File: config.mk
export PLATFORM = sky130hd
export DESIGN_NAME = spi_status_irq
export DESIGN_NICKNAME = d
export VERILOG_FILES = /design/src/verilog/spi_pkg.sv /design/src/verilog/spi_edge_det.sv /design/src/verilog/spi_status_irq.sv
export SDC_FILE = /design/constraint.sdc
export NUM_CORES = 1
export LEC_CHECK = 0
export CAP_MARGIN = 20
export CORE_MARGIN = 1.5
export CORE_UTILIZATION = 60
export CTS_BUF_LIST = sky130_fd_sc_hd__clkbuf_8
export DETAILED_ROUTE_END_ITERATION = 16
export DONT_BUFFER_PORTS = 1
export PLACE_DENSITY = 0.88
export SLEW_MARGIN = 20
export SYNTH_ARGS = -nofsm -noshare
export SYNTH_HDL_FRONTEND = slang
export SYNTH_HIERARCHICAL = 1
export SYNTH_SLANG_ARGS = --single-unit
File: constraint.sdc
create_clock -name pclk -period 3.6 [get_ports pclk]
set_input_delay 0.72 -clock pclk [delete_from_list [all_inputs] [get_ports pclk]]
set_output_delay 0.72 -clock pclk [all_outputs]
set_load 0.02 [all_outputs]
File: src/verilog/spi_pkg.sv
// constants for the status pin, strap and interrupt block: register map,
// field layout, reset values, strap timing and the startup tuning word table.
// assumes a 125 MHz APB clock and six status flags from the synthesizer core.
// Operation
// - each pin ORs any chosen status flags
// - reference flags come from one selected reference
// - loss or out-of-limit enabled both assert pin
// - short internal reset pulse tristates pins
// - pulse end captures pins, restores outputs
// - external reset repeats strap sampling
// - low strap bits index eight-word tuning table
// - table word loads startup tuning word directly
// - strap bit three selects clock source
// - crystal mode defaults multiplier to forty
// - table words give the listed output frequencies
// - loop stays open until software closes it
// - any pin may carry the interrupt flag
// - live flags readable in status register
// - flags trigger on changes, some one-way
// - unmasked event latches active-high interrupt
// - interrupt assertion snapshots status register
// - reset bit clears flag, snapshot, detectors
// - pins float while external reset held
package spi_pkg;
   localparam int NUM_PINS = 4;
   localparam int NUM_FLAGS = 6;
   // flag positions in the status word
   localparam int FLG_LOSS_A = 0;
   localparam int FLG_LOSS_B = 1;
   localparam int FLG_LIMIT_A = 2;
   localparam int FLG_LIMIT_B = 3;
   localparam int FLG_FEST_DONE = 4;
   localparam int FLG_LOCKED = 5;
   // flags that count a change in both directions; the rest only on rise
   localparam logic [5:0] BOTH_EDGE_MASK = 6'h2f;
   // register byte offsets
   localparam logic [7:0] OFS_PIN_CFG = 8'h00;
   localparam logic [7:0] OFS_CTRL = 8'h04;
   localparam logic [7:0] OFS_STATUS = 8'h08;
   localparam logic [7:0] OFS_IRQ_MASK = 8'h0c;
   localparam logic [7:0] OFS_IRQ_STATUS = 8'h10;
   localparam logic [7:0] OFS_STRAP = 8'h14;
   localparam logic [7:0] OFS_START_TW = 8'h18;
   // per-pin config byte, pin n at bits 8n+7..8n
   localparam int CFG_BITS = 8;
   localparam int CFG_REF_SEL = 0;
   localparam int CFG_LOSS_EN = 1;
   localparam int CFG_LIMIT_EN = 2;
   localparam int CFG_FEST_EN = 3;
   localparam int CFG_LOCK_EN = 4;
   localparam int CFG_IRQ_SEL = 5;
   localparam logic [31:0] PIN_CFG_RST = 32'h0000_0000;
   localparam logic [31:0] PIN_CFG_WMASK = 32'h3f3f_3f3f;
   // control bits
   localparam int CTRL_IRQ_RESET = 0;
   localparam int CTRL_CLOSE_LOOP = 1;
   localparam logic [5:0] IRQ_MASK_RST = 6'h00;
   // strap pulse timing
   localparam int CLK_PERIOD_NS = 8;
   localparam int STRAP_PULSE_NS = 10;
   localparam int STRAP_CYCLES = (STRAP_PULSE_NS + CLK_PERIOD_NS - 1) / CLK_PERIOD_NS;
   // strap field and clock multiplier
   localparam int STRAP_CLK_BIT = 3;
   localparam logic [5:0] MULT_XTAL = 6'h28;
   localparam logic [5:0] MULT_DIRECT = 6'h01;
   // tuning words for a 1 GHz sample clock, word/65536 of it
   localparam logic [15:0] STRAP_ROM [0:7] = '{
      16'h0000, 16'h09f4, 16'h0d45, 16'h0fba,
      16'h13e8, 16'h1797, 16'h1f75, 16'h27d0};
   typedef enum logic [1:0] {
      SPI_ST_PULSE = 2'b00,
      SPI_ST_RUN = 2'b01
   } spi_strap_st_t;
endpackage : spi_pkg

File: src/verilog/spi_edge_det.sv
// change detector for the status flags, one armed bit per flag.
// assumes flags are synchronous to pclk; rearm comes from the ack bit.
`timescale 1ns/100ps
module spi_edge_det #(
   parameter int WIDTH = 6,
   parameter logic [WIDTH-1:0] BOTH_EDGES = '1
) (
   // clock and reset
   input wire logic pclk,
   input wire logic presetn,
   // flags and control
   input wire logic [WIDTH-1:0] flags,
   input wire logic rearm,
   // one-cycle change pulses
   output logic [WIDTH-1:0] events
);
   logic [WIDTH-1:0] last_ff;
   logic [WIDTH-1:0] armed_ff;

   genvar i;
   generate
      for (i = 0; i < WIDTH; i++) begin : g_flag
         logic rise;
         logic fall;
         assign rise = flags[i] & ~last_ff[i];
         assign fall = ~flags[i] & last_ff[i];
         // one-way flags ignore the falling change
         assign events[i] = armed_ff[i] & (rise | (BOTH_EDGES[i] & fall));
      end
   endgenerate

   always_ff @(posedge pclk or negedge presetn) begin
      if (!presetn) begin
         last_ff <= '0;
      end else begin
         last_ff <= flags;
      end
   end

   // a detector fires once and waits for the ack to look again
   always_ff @(posedge pclk or negedge presetn) begin
      if (!presetn) begin
         armed_ff <= '1;
      end else if (rearm) begin
         armed_ff <= '1;
      end else begin
         armed_ff <= armed_ff & ~events;
      end
   end
endmodule : spi_edge_det

File: src/verilog/spi_status_irq.sv
// status pins, strap capture and interrupt logic with an APB register file.
// assumes presetn is the device reset pin (and the power-up reset), and that
// the pad ring resolves the status pins from the output enables.
//
// Added by the designer: the register addresses and register access over APB.
`timescale 1ns/100ps
module spi_status_irq #(
   parameter int ADDR_W = 8
) (
   // apb
   input wire logic pclk,
   input wire logic presetn,
   input wire logic psel,
   input wire logic penable,
   input wire logic pwrite,
   input wire logic [ADDR_W-1:0] paddr,
   input wire logic [31:0] pwdata,
   output logic [31:0] prdata,
   output logic pready,
   output logic pslverr,
   // internal status flags
   input wire logic [5:0] status_flags,
   // status pins
   input wire logic [3:0] status_pin_i,
   output logic [3:0] status_pin_o,
   output logic [3:0] status_pin_oe,
   // startup configuration to the core
   output logic [15:0] startup_tuning_word_reg,
   output logic sample_clock_direct,
   output logic [5:0] clk_mult_ratio,
   output logic strap_done,
   output logic loop_closed,
   output logic irq_flag
);
   generate
      if (ADDR_W < 8) begin : g_chk
         $error("spi_status_irq: ADDR_W must be at least 8");
      end
   endgenerate

   // strap sequencer
   spi_pkg::spi_strap_st_t st_ff;
   logic [1:0] pulse_cnt_ff;
   logic [3:0] strap_ff;
   logic capture;

   // registers
   logic [31:0] pin_cfg_ff;
   logic [5:0] irq_mask_ff;
   logic [5:0] irq_status_ff;
   logic [15:0] start_tw_ff;
   logic close_loop_ff;
   logic irq_ff;
   logic [5:0] mult_ff;
   logic [31:0] prdata_ff;
   logic [3:0] pin_out_ff;
   logic [3:0] pin_oe_ff;

   // bus decode
   logic wr_acc;
   logic rd_setup;
   logic [7:0] ofs;
   logic hit;
   logic irq_ack;
   logic [31:0] nxt_rdata;

   // interrupt path
   logic [5:0] events;
   logic irq_set;

   assign ofs = paddr[7:0];
   assign wr_acc = psel & penable & pwrite;
   assign rd_setup = psel & ~penable & ~pwrite;

   always_comb begin
      hit = 1'b1;
      case (ofs)
         spi_pkg::OFS_PIN_CFG,
         spi_pkg::OFS_CTRL,
         spi_pkg::OFS_STATUS,
         spi_pkg::OFS_IRQ_MASK,
         spi_pkg::OFS_IRQ_STATUS,
         spi_pkg::OFS_STRAP,
         spi_pkg::OFS_START_TW: hit = 1'b1;
         default: hit = 1'b0;
      endcase
      // a shift keeps this legal when the bus is exactly eight bits wide
      if ((paddr >> 8) != '0) begin
         hit = 1'b0;
      end
   end

   // zero wait states: every transfer completes in its first access cycle
   assign pready = 1'b1;
   assign pslverr = psel & penable & ~hit;

   // the ack is a write-one pulse; it is never stored
   assign irq_ack = wr_acc & hit & (ofs == spi_pkg::OFS_CTRL) & pwdata[spi_pkg::CTRL_IRQ_RESET];

   // power-up and pin reset both land here, so both get the same strap pass
   always_ff @(posedge pclk or negedge presetn) begin
      if (!presetn) begin
         st_ff <= spi_pkg::SPI_ST_PULSE;
         pulse_cnt_ff <= 2'h0;
      end else begin
         case (st_ff)
            spi_pkg::SPI_ST_PULSE: begin
               if (capture) begin
                  st_ff <= spi_pkg::SPI_ST_RUN;
               end else begin
                  pulse_cnt_ff <= pulse_cnt_ff + 2'h1;
               end
            end
            spi_pkg::SPI_ST_RUN: begin
               st_ff <= spi_pkg::SPI_ST_RUN;
            end
            default: begin
               st_ff <= spi_pkg::SPI_ST_PULSE;
            end
         endcase
      end
   end

   // end of the internal pulse: the last cycle of the count
   assign capture = (st_ff == spi_pkg::SPI_ST_PULSE) &
                    (pulse_cnt_ff == 2'(spi_pkg::STRAP_CYCLES - 1));

   // pins are sampled by a clocked process after reset release, never by the reset
   always_ff @(posedge pclk or negedge presetn) begin
      if (!presetn) begin
         strap_ff <= 4'h0;
      end else if (capture) begin
         strap_ff <= status_pin_i;
      end
   end

   // pins float through reset and the pulse, drive once the strap is held
   always_ff @(posedge pclk or negedge presetn) begin
      if (!presetn) begin
         pin_oe_ff <= 4'h0;
      end else if (capture) begin
         pin_oe_ff <= 4'hf;
      end
   end

   always_ff @(posedge pclk or negedge presetn) begin
      if (!presetn) begin
         mult_ff <= 6'h00;
      end else if (capture) begin
         // bit three picks the direct input, otherwise crystal times forty
         mult_ff <= status_pin_i[spi_pkg::STRAP_CLK_BIT] ? spi_pkg::MULT_DIRECT
                                                         : spi_pkg::MULT_XTAL;
      end
   end

   // the table word goes straight in, no update strobe is waited for
   always_ff @(posedge pclk or negedge presetn) begin
      if (!presetn) begin
         start_tw_ff <= 16'h0000;
      end else if (capture) begin
         start_tw_ff <= spi_pkg::STRAP_ROM[status_pin_i[2:0]];
      end else if (wr_acc && hit && ofs == spi_pkg::OFS_START_TW) begin
         start_tw_ff <= pwdata[15:0];
      end
   end

   always_ff @(posedge pclk or negedge presetn) begin
      if (!presetn) begin
         pin_cfg_ff <= spi_pkg::PIN_CFG_RST;
      end else if (wr_acc && hit && ofs == spi_pkg::OFS_PIN_CFG) begin
         pin_cfg_ff <= pwdata & spi_pkg::PIN_CFG_WMASK;
      end
   end

   always_ff @(posedge pclk or negedge presetn) begin
      if (!presetn) begin
         irq_mask_ff <= spi_pkg::IRQ_MASK_RST;
      end else if (wr_acc && hit && ofs == spi_pkg::OFS_IRQ_MASK) begin
         irq_mask_ff <= pwdata[5:0];
      end
   end

   // open after every reset; only software closes it
   always_ff @(posedge pclk or negedge presetn) begin
      if (!presetn) begin
         close_loop_ff <= 1'b0;
      end else if (wr_acc && hit && ofs == spi_pkg::OFS_CTRL) begin
         close_loop_ff <= pwdata[spi_pkg::CTRL_CLOSE_LOOP];
      end
   end

   spi_edge_det #(
      .WIDTH(spi_pkg::NUM_FLAGS),
      .BOTH_EDGES(spi_pkg::BOTH_EDGE_MASK)
   ) u_edge (
      .pclk(pclk),
      .presetn(presetn),
      .flags(status_flags),
      .rearm(irq_ack),
      .events(events)
   );

   assign irq_set = |(events & irq_mask_ff);

   // an event in the ack cycle wins so it is not lost
   always_ff @(posedge pclk or negedge presetn) begin
      if (!presetn) begin
         irq_ff <= 1'b0;
      end else if (irq_set) begin
         irq_ff <= 1'b1;
      end else if (irq_ack) begin
         irq_ff <= 1'b0;
      end
   end

   // snapshot only on the assertion, so later changes keep the first cause
   always_ff @(posedge pclk or negedge presetn) begin
      if (!presetn) begin
         irq_status_ff <= 6'h00;
      end else if (irq_set && (!irq_ff || irq_ack)) begin
         irq_status_ff <= status_flags;
      end else if (irq_ack) begin
         irq_status_ff <= 6'h00;
      end
   end

   // per-pin selection
   genvar p;
   generate
      for (p = 0; p < spi_pkg::NUM_PINS; p++) begin : g_pin
         logic [7:0] cfg;
         logic ref_b;
         logic loss;
         logic lim;
         logic combo;
         assign cfg = pin_cfg_ff[p*spi_pkg::CFG_BITS +: spi_pkg::CFG_BITS];
         assign ref_b = cfg[spi_pkg::CFG_REF_SEL];
         // one reference only, picked by the select bit
         assign loss = ref_b ? status_flags[spi_pkg::FLG_LOSS_B]
                             : status_flags[spi_pkg::FLG_LOSS_A];
         assign lim = ref_b ? status_flags[spi_pkg::FLG_LIMIT_B]
                            : status_flags[spi_pkg::FLG_LIMIT_A];
         assign combo = (cfg[spi_pkg::CFG_LOSS_EN] & loss) |
                        (cfg[spi_pkg::CFG_LIMIT_EN] & lim) |
                        (cfg[spi_pkg::CFG_FEST_EN] & status_flags[spi_pkg::FLG_FEST_DONE]) |
                        (cfg[spi_pkg::CFG_LOCK_EN] & status_flags[spi_pkg::FLG_LOCKED]);

         always_ff @(posedge pclk or negedge presetn) begin
            if (!presetn) begin
               pin_out_ff[p] <= 1'b0;
            end else if (cfg[spi_pkg::CFG_IRQ_SEL]) begin
               pin_out_ff[p] <= irq_ff;
            end else begin
               pin_out_ff[p] <= combo;
            end
         end
      end
   endgenerate

   // read data is fetched in the setup cycle and held through the access
   always_comb begin
      nxt_rdata = 32'h0000_0000;
      case (ofs)
         spi_pkg::OFS_PIN_CFG: nxt_rdata = pin_cfg_ff;
         spi_pkg::OFS_CTRL: nxt_rdata = {30'h0000_0000, close_loop_ff, 1'b0};
         spi_pkg::OFS_STATUS: nxt_rdata = {26'h000_0000, status_flags};
         spi_pkg::OFS_IRQ_MASK: nxt_rdata = {26'h000_0000, irq_mask_ff};
         spi_pkg::OFS_IRQ_STATUS: nxt_rdata = {26'h000_0000, irq_status_ff};
         spi_pkg::OFS_STRAP: nxt_rdata = {16'h0000, 2'b00, mult_ff, 3'b000, strap_done, strap_ff};
         spi_pkg::OFS_START_TW: nxt_rdata = {16'h0000, start_tw_ff};
         default: nxt_rdata = 32'h0000_0000;
      endcase
      if (!hit) begin
         nxt_rdata = 32'h0000_0000;
      end
   end

   always_ff @(posedge pclk or negedge presetn) begin
      if (!presetn) begin
         prdata_ff <= 32'h0000_0000;
      end else if (rd_setup) begin
         prdata_ff <= nxt_rdata;
      end
   end

   assign prdata = prdata_ff;
   assign status_pin_o = pin_out_ff;
   assign status_pin_oe = pin_oe_ff;
   assign startup_tuning_word_reg = start_tw_ff;
   assign sample_clock_direct = strap_ff[spi_pkg::STRAP_CLK_BIT];
   assign clk_mult_ratio = mult_ff;
   assign strap_done = pin_oe_ff[0];
   assign loop_closed = close_loop_ff;
   assign irq_flag = irq_ff;
endmodule : spi_status_irq

Yosys cells after proc, flatten, opt, wreduce, memory -nomap -nowiden
Memory sizes are Yosys's and may differ from the RTL's.
Cells that the tools add are included.
{ "totals": {"word_cells": 151, "romBits": 128, "ff_bits": 117, "mem_count": 1} }
{ "classes": {"n_addsub": 1, "n_mux": 27, "magnitude_cmp": 1, "n_reduce_logical": 16, "bitwise": 78, "eq_ne": 9} }
{ "memory_table": {"columns": ["memory", "words", "word_bits", "rd", "rd_ports_with_merged_regs", "wr", "line", "source"], "rows": [
  ["(name not given)", 8, 16, 1, 0, 0, "spi_status_irq.sv:161", "start_tw_ff <= spi_pkg::STRAP_ROM[status_pin_i[2:0]];"]
]} }
{ "ops": {"columns": ["operator", "count"], "rows": [
  ["$pmux 30 s7", 1],
  ["$mux 16", 4],
  ["$and 1x1->1", 42],
  ["$mux 32", 1],
  ["$eq 8x5->1 const B", 3],
  ["$mux 6", 4],
  ["$or 1x1->1", 17],
  ["$eq 8x4->1 const B", 2],
  ["$mux 1", 15],
  ["$not 1->1", 15],
  ["$and 6x6->6", 2],
  ["$eq 8x3->1 const B", 1],
  ["$logic_not 8->1", 1],
  ["$reduce_or 7->1", 1],
  ["$logic_and 1x1->1", 6],
  ["$not 6->6", 1],
  ["$reduce_bool 2->1", 3],
  ["$reduce_or 6->1", 1],
  ["$eq 2x1->1 const B", 2],
  ["$ge 4x4->1 const B", 1],
  ["$not 3->4", 1],
  ["$pmux 2 s2", 1],
  ["$add 2x1->2 const B", 1],
  ["$logic_not 2->1", 1],
  ["other kinds (5)", 5]
]} }

Longest topological paths before layout
{ "logic_depth": {"word_depth": 9, "mapped_depth": 7, "mapped_depth_nobuf": 6} }

Cells and area by module
The synthesis kept the hierarchy.
{ "modules_own_cells": {"columns": ["mod", "cells_per_inst", "area_per_inst_um2", "n_inst", "seq_area_each_um2"], "rows": [
  ["spi_status_irq", 409, 4657.0, 1, 2377.3],
  ["spi_edge_det", 32, 445.4, 1, 307.8]
]} }

Worst setup path before layout
OpenSTA, ideal clock, no wires.
{ "synth_timing": {"path_type": "input to output", "start": "input port paddr[3]", "end": "output port pslverr", "arrival_ps": 1819, "path_slack_ps": 1061, "stages": 4, "required_time_ps": 2880, "path_cell_list": "clkbuf_1 buf_1 nand3_1 a21oi_1"} }
{ "synth_between": {"elab_chain_len": 5} }
{ "synth_lines": {"columns": ["element", "line", "source"], "rows": [
  ["start: declaration", "spi_status_irq.sv:16", "input wire logic [ADDR_W-1:0] paddr,"],
  ["$eq 8x3->1 (tied with other cells)", "spi_status_irq.sv:77", "case (ofs)"],
  ["$reduce_or 7->1 *", "spi_status_irq.sv:77", null],
  ["$mux 1 *", "spi_status_irq.sv:77", null],
  ["$not 1->1 *", "spi_status_irq.sv:95", "assign pslverr = psel & penable & ~hit;"],
  ["$and 1x1->1 *", "spi_status_irq.sv:95", null],
  ["end: declaration", "spi_status_irq.sv:20", "output logic pslverr,"]
]} }
Every way passes the cells marked *; elsewhere a longest branch is shown, timed or not.

Worst setup path after layout
{ "layout_timing": {"start": "input port paddr[7]", "end": "output port pslverr"} }
The elaborated chain is that of the path after synthesis.

==> metrics.log <==
[metrics] Peak VDD IR: 0.000234 V
[metrics] share of cells above drive strength 1: 0.175
[metrics] clk sinks: 107
[metrics] number of storage elements in the synthesis netlist: 107
[metrics] number of vias per cell: 6.54
[metrics] total routed wirelength: 11.8 mm
[metrics] count of standard-cell rows: 33
[metrics] combinational family with the most area after synthesis: compound AO/OA/AOI/OAI gates
[metrics] residual DRC count: 0
[metrics] Critical Path End: pslverr
[metrics] core occupancy in the finished layout: 0.642
[metrics] Placeable Area: 8220 sq um
[metrics] Setup crit end kind: output port
[metrics] post-detailed-route wirelength per cell: 22.1 microns
[metrics] slowest cell on the critical path: sky130_fd_sc_hd__or3_1
[metrics] starting utilization of the core area: 0.621
[metrics] PwrDens: 403 nW/um^2
[metrics] static leakage power: 0.00253 uW
[metrics] Final setup viols: 0
[metrics] Final TNS setup: 0 ns
[metrics] area fraction in compound gates after synthesis: 0.145
[metrics] CTS Buf Count: 9
[metrics] worst hold margin: 0.0309 ns
[metrics] outcome: complete, no violations
[metrics] crit-path cells: or3_1 > nor2_1 > a21oi_1
[metrics] number of instances in the synthesized netlist: 441
[metrics] vertical die dimension: 95.2 microns
[metrics] post-synthesis xor/xnor area fraction: 0.0103
[metrics] Post-CTS Repair Setup Buffers: 0
[metrics] antenna violations before repair: 0
[metrics] first-pass GRT wire length: 18.4 mm
[metrics] insertion delay of the later-clocked pin in the worst-skew pair: 0.37 ns
[metrics] origin of the worst setup path: paddr[7]
[metrics] fraction of the mapped netlist area in adder cells: 0.0196
[metrics] Synth warnings: 6
[metrics] Synth Area in Simple Gates: 0.105
[metrics] DP Cell Count: 518
[metrics] mean instance size in the synthesized netlist: 11.6 sq um
[metrics] number of detailed-routing iterations run before antenna repair: 4
[metrics] ant diodes: 0
[metrics] Slew @ Worst Pin: 1.03 ns
[metrics] Post-synth top flop: sky130_fd_sc_hd__dfrtp_1
[metrics] Vias: 3491
[metrics] final number of max-transition violations: 0
[metrics] register area share after synthesis: 0.526
[metrics] number of nets in the layout: 487
[metrics] depth of the most critical reg-to-reg path: 5
[metrics] CTS root buf: sky130_fd_sc_hd__clkbuf_8
[metrics] setup slack on the worst flop-to-flop path: 1.72 ns
[metrics] TritonCTS clock tree: yes
[metrics] chip width: 95.2 microns
[metrics] clock period minus worst slack: 2.48 ns
[metrics] I/O pin total: 123
[metrics] post-route clock skew: 0.00695 ns
[metrics] total global routing track utilization: 0.274
[metrics] f_max: 404 MHz
[metrics] largest buffer count on any clock path: 2
[metrics] drt initial violations: 229
[metrics] Max-Cap Viols: 0
[metrics] worst hold path class: in2async
[metrics] required time of the critical path: 2.88 ns
[metrics] post-route antenna net violation count: 0
[metrics] number of port buffers: 0
[metrics] Slew HR: 0.314
[metrics] worst-case setup margin in the final layout: 1.12 ns
[metrics] area of the mapped netlist: 5100 sq um
[metrics] count of distinct cell types in the synthesized netlist: 54
[metrics] largest fanout of any net on the critical path: 7
[metrics] Place WS: 1.11 ns
[metrics] RSZ-0062 raised after global routing: no
[metrics] critical path arrival: 1.76 ns
[metrics] worst reg2reg endpoint: startup_tuning_word_reg[1]
[metrics] Hold Fails Final Rpt: 0
[metrics] element type at the critical path start: input pin
[metrics] CP max stage delay: 0.51 ns
[metrics] non-filler instance count after layout: 534
[metrics] fraction of synthesized area in multiplexers: 0.144
[metrics] global placement routability congestion: 0.874
[metrics] final worst path period share: 0.688
[metrics] die area: 9070 sq um
[metrics] post-CTS sizing: 0
[metrics] pin count of the biggest net entering global routing: 108
[metrics] Post-synth EDFFs: 0
[metrics] startpoint of the worst register-to-register path: pulse_cnt_ff[1]
[metrics] area added between synthesis and finish: 3.36%
[metrics] global route total overflow: 0
[metrics] max FFs per register: 28
[metrics] Worst-path clk slew: 0.11 ns
[metrics] number of global-route vias before repair: 3524
[metrics] critical path class: in2out
[metrics] number of H-tree levels: 3
[metrics] share of flip-flops with an asynchronous set or reset: 1.00
[metrics] post-DP HPWL: 8.34 mm
[metrics] Hold-fix buffers, CTS: 0
## how the worst min path moves through the flow
stage	endpoint	slack, ns	cells after the start
after floorplan	clk_mult_ratio[0]	0.42	0
after global routing	status_pin_o[3]	0.01	0
after global placement	irq_mask_ff[2]	0.43	0
after CTS	prdata[26]	0.02	0
final	loop_closed	0.03	0
after detailed placement	loop_closed	0.43	0
## critical path: cells and delay by family
family             cells  cell delay, ns
AOI/OAI and AO/OA      1            0.22
and+or+nand+nor        2            0.81
## cells by family after synthesis
kind of cell             Yosys count
flip-flops                       107
multiplexers                      67
AO/OA/AOI/OAI                    106
AND/OR/NAND/NOR                   98
adder cells (fa/ha/maj)            8
XOR/XNOR                           6
buffers and inverters             47
other                              2
## synthesized netlist by cell type, drive strengths merged, types with 3 or more instances
library cell / count / area [sq um]
nor2: 25 / 93.8
nand2b: 7 / 43.8
a21oi: 28 / 140
and2: 3 / 18.8
mux2i: 26 / 260
nor3: 4 / 20.0
a221oi: 6 / 52.6
xnor2: 4 / 35.0
or3b: 3 / 26.3
a21o: 5 / 37.5
a211oi: 3 / 22.5
nand2: 21 / 78.8
a31oi: 3 / 18.8
nor3b: 3 / 22.5
clkbuf: 17 / 63.8
dfrtp: 101 / 2530
a22oi: 7 / 52.6
o21ai: 16 / 80.1
ha: 8 / 100
nor4: 4 / 37.5
inv: 10 / 37.5
dfstp: 6 / 158
buf: 20 / 145
nor2b: 8 / 50.1
mux2: 40 / 450
a221o: 4 / 40.0
nand3: 4 / 20.0
a22o: 26 / 228
## placed cells by master, fill, tap and decap left out, types with 4 or more instances in the layout
cell,synthesis,layout
sky130_fd_sc_hd__a21o_1,5,5
sky130_fd_sc_hd__a21oi_1,28,28
sky130_fd_sc_hd__a221o_1,4,4
sky130_fd_sc_hd__a221oi_1,6,6
sky130_fd_sc_hd__a22o_1,26,26
sky130_fd_sc_hd__a22oi_1,7,7
sky130_fd_sc_hd__clkbuf_8,0,9
sky130_fd_sc_hd__conb_1,2,8
sky130_fd_sc_hd__dfrtp_1,101,101
sky130_fd_sc_hd__dfstp_2,6,6
sky130_fd_sc_hd__ha_1,8,8
sky130_fd_sc_hd__inv_1,10,10
sky130_fd_sc_hd__mux2_2,40,40
sky130_fd_sc_hd__mux2i_1,26,26
sky130_fd_sc_hd__nand2_1,21,21
sky130_fd_sc_hd__nand2b_1,7,7
sky130_fd_sc_hd__nand3_1,4,4
sky130_fd_sc_hd__nor2_1,25,25
sky130_fd_sc_hd__nor2b_1,8,8
sky130_fd_sc_hd__nor3_1,4,4
sky130_fd_sc_hd__o21ai_0,14,14
sky130_fd_sc_hd__xnor2_1,4,4
## stage by stage
| stage | power [uW] | cell area, sq um |
|---|---|---|
| CTS | 2130 | 5270 |
| finish | 2130 | 5270 |
| global placement | 1400 | 5070 |
| global route | 2190 | 5270 |
| floorplan | 1400 | 5120 |
| detailed placement | 1410 | 5070 |
## routing by layer
| metal | wire length [microns] | global-route usage |
|---|---|---|
| met3 | 1170 | 0.0901 |
| met1 | 4630 | 0.349 |
| met5 | 0 | 0 |
| met2 | 5630 | 0.429 |
| met4 | 356 | 0.118 |
## cell type report
| cell class | instances | area [sq um] |
|---|---|---|
| tap | 105 | 131 |
| inverter | 10 | 37.5 |
| multi-input combinational | 293 | 2190 |
| sequential | 107 | 2690 |
| clock inverter | 7 | 80.1 |
| fill | 623 | 2940 |
| timing repair buffer | 3 | 22.5 |
| clock buffer | 9 | 124 |
## power breakdown
part / internal [uW] / leakage (uW) / switching [uW]
Clock: 278 / 0.0000998 / 465
Sequential: 1230 / 0.00139 / 50.6
Combinational: 49.5 / 0.00104 / 54.0
Total: 1560 / 0.00253 / 569
No activity file was read; power rests on OpenSTA's default activity.
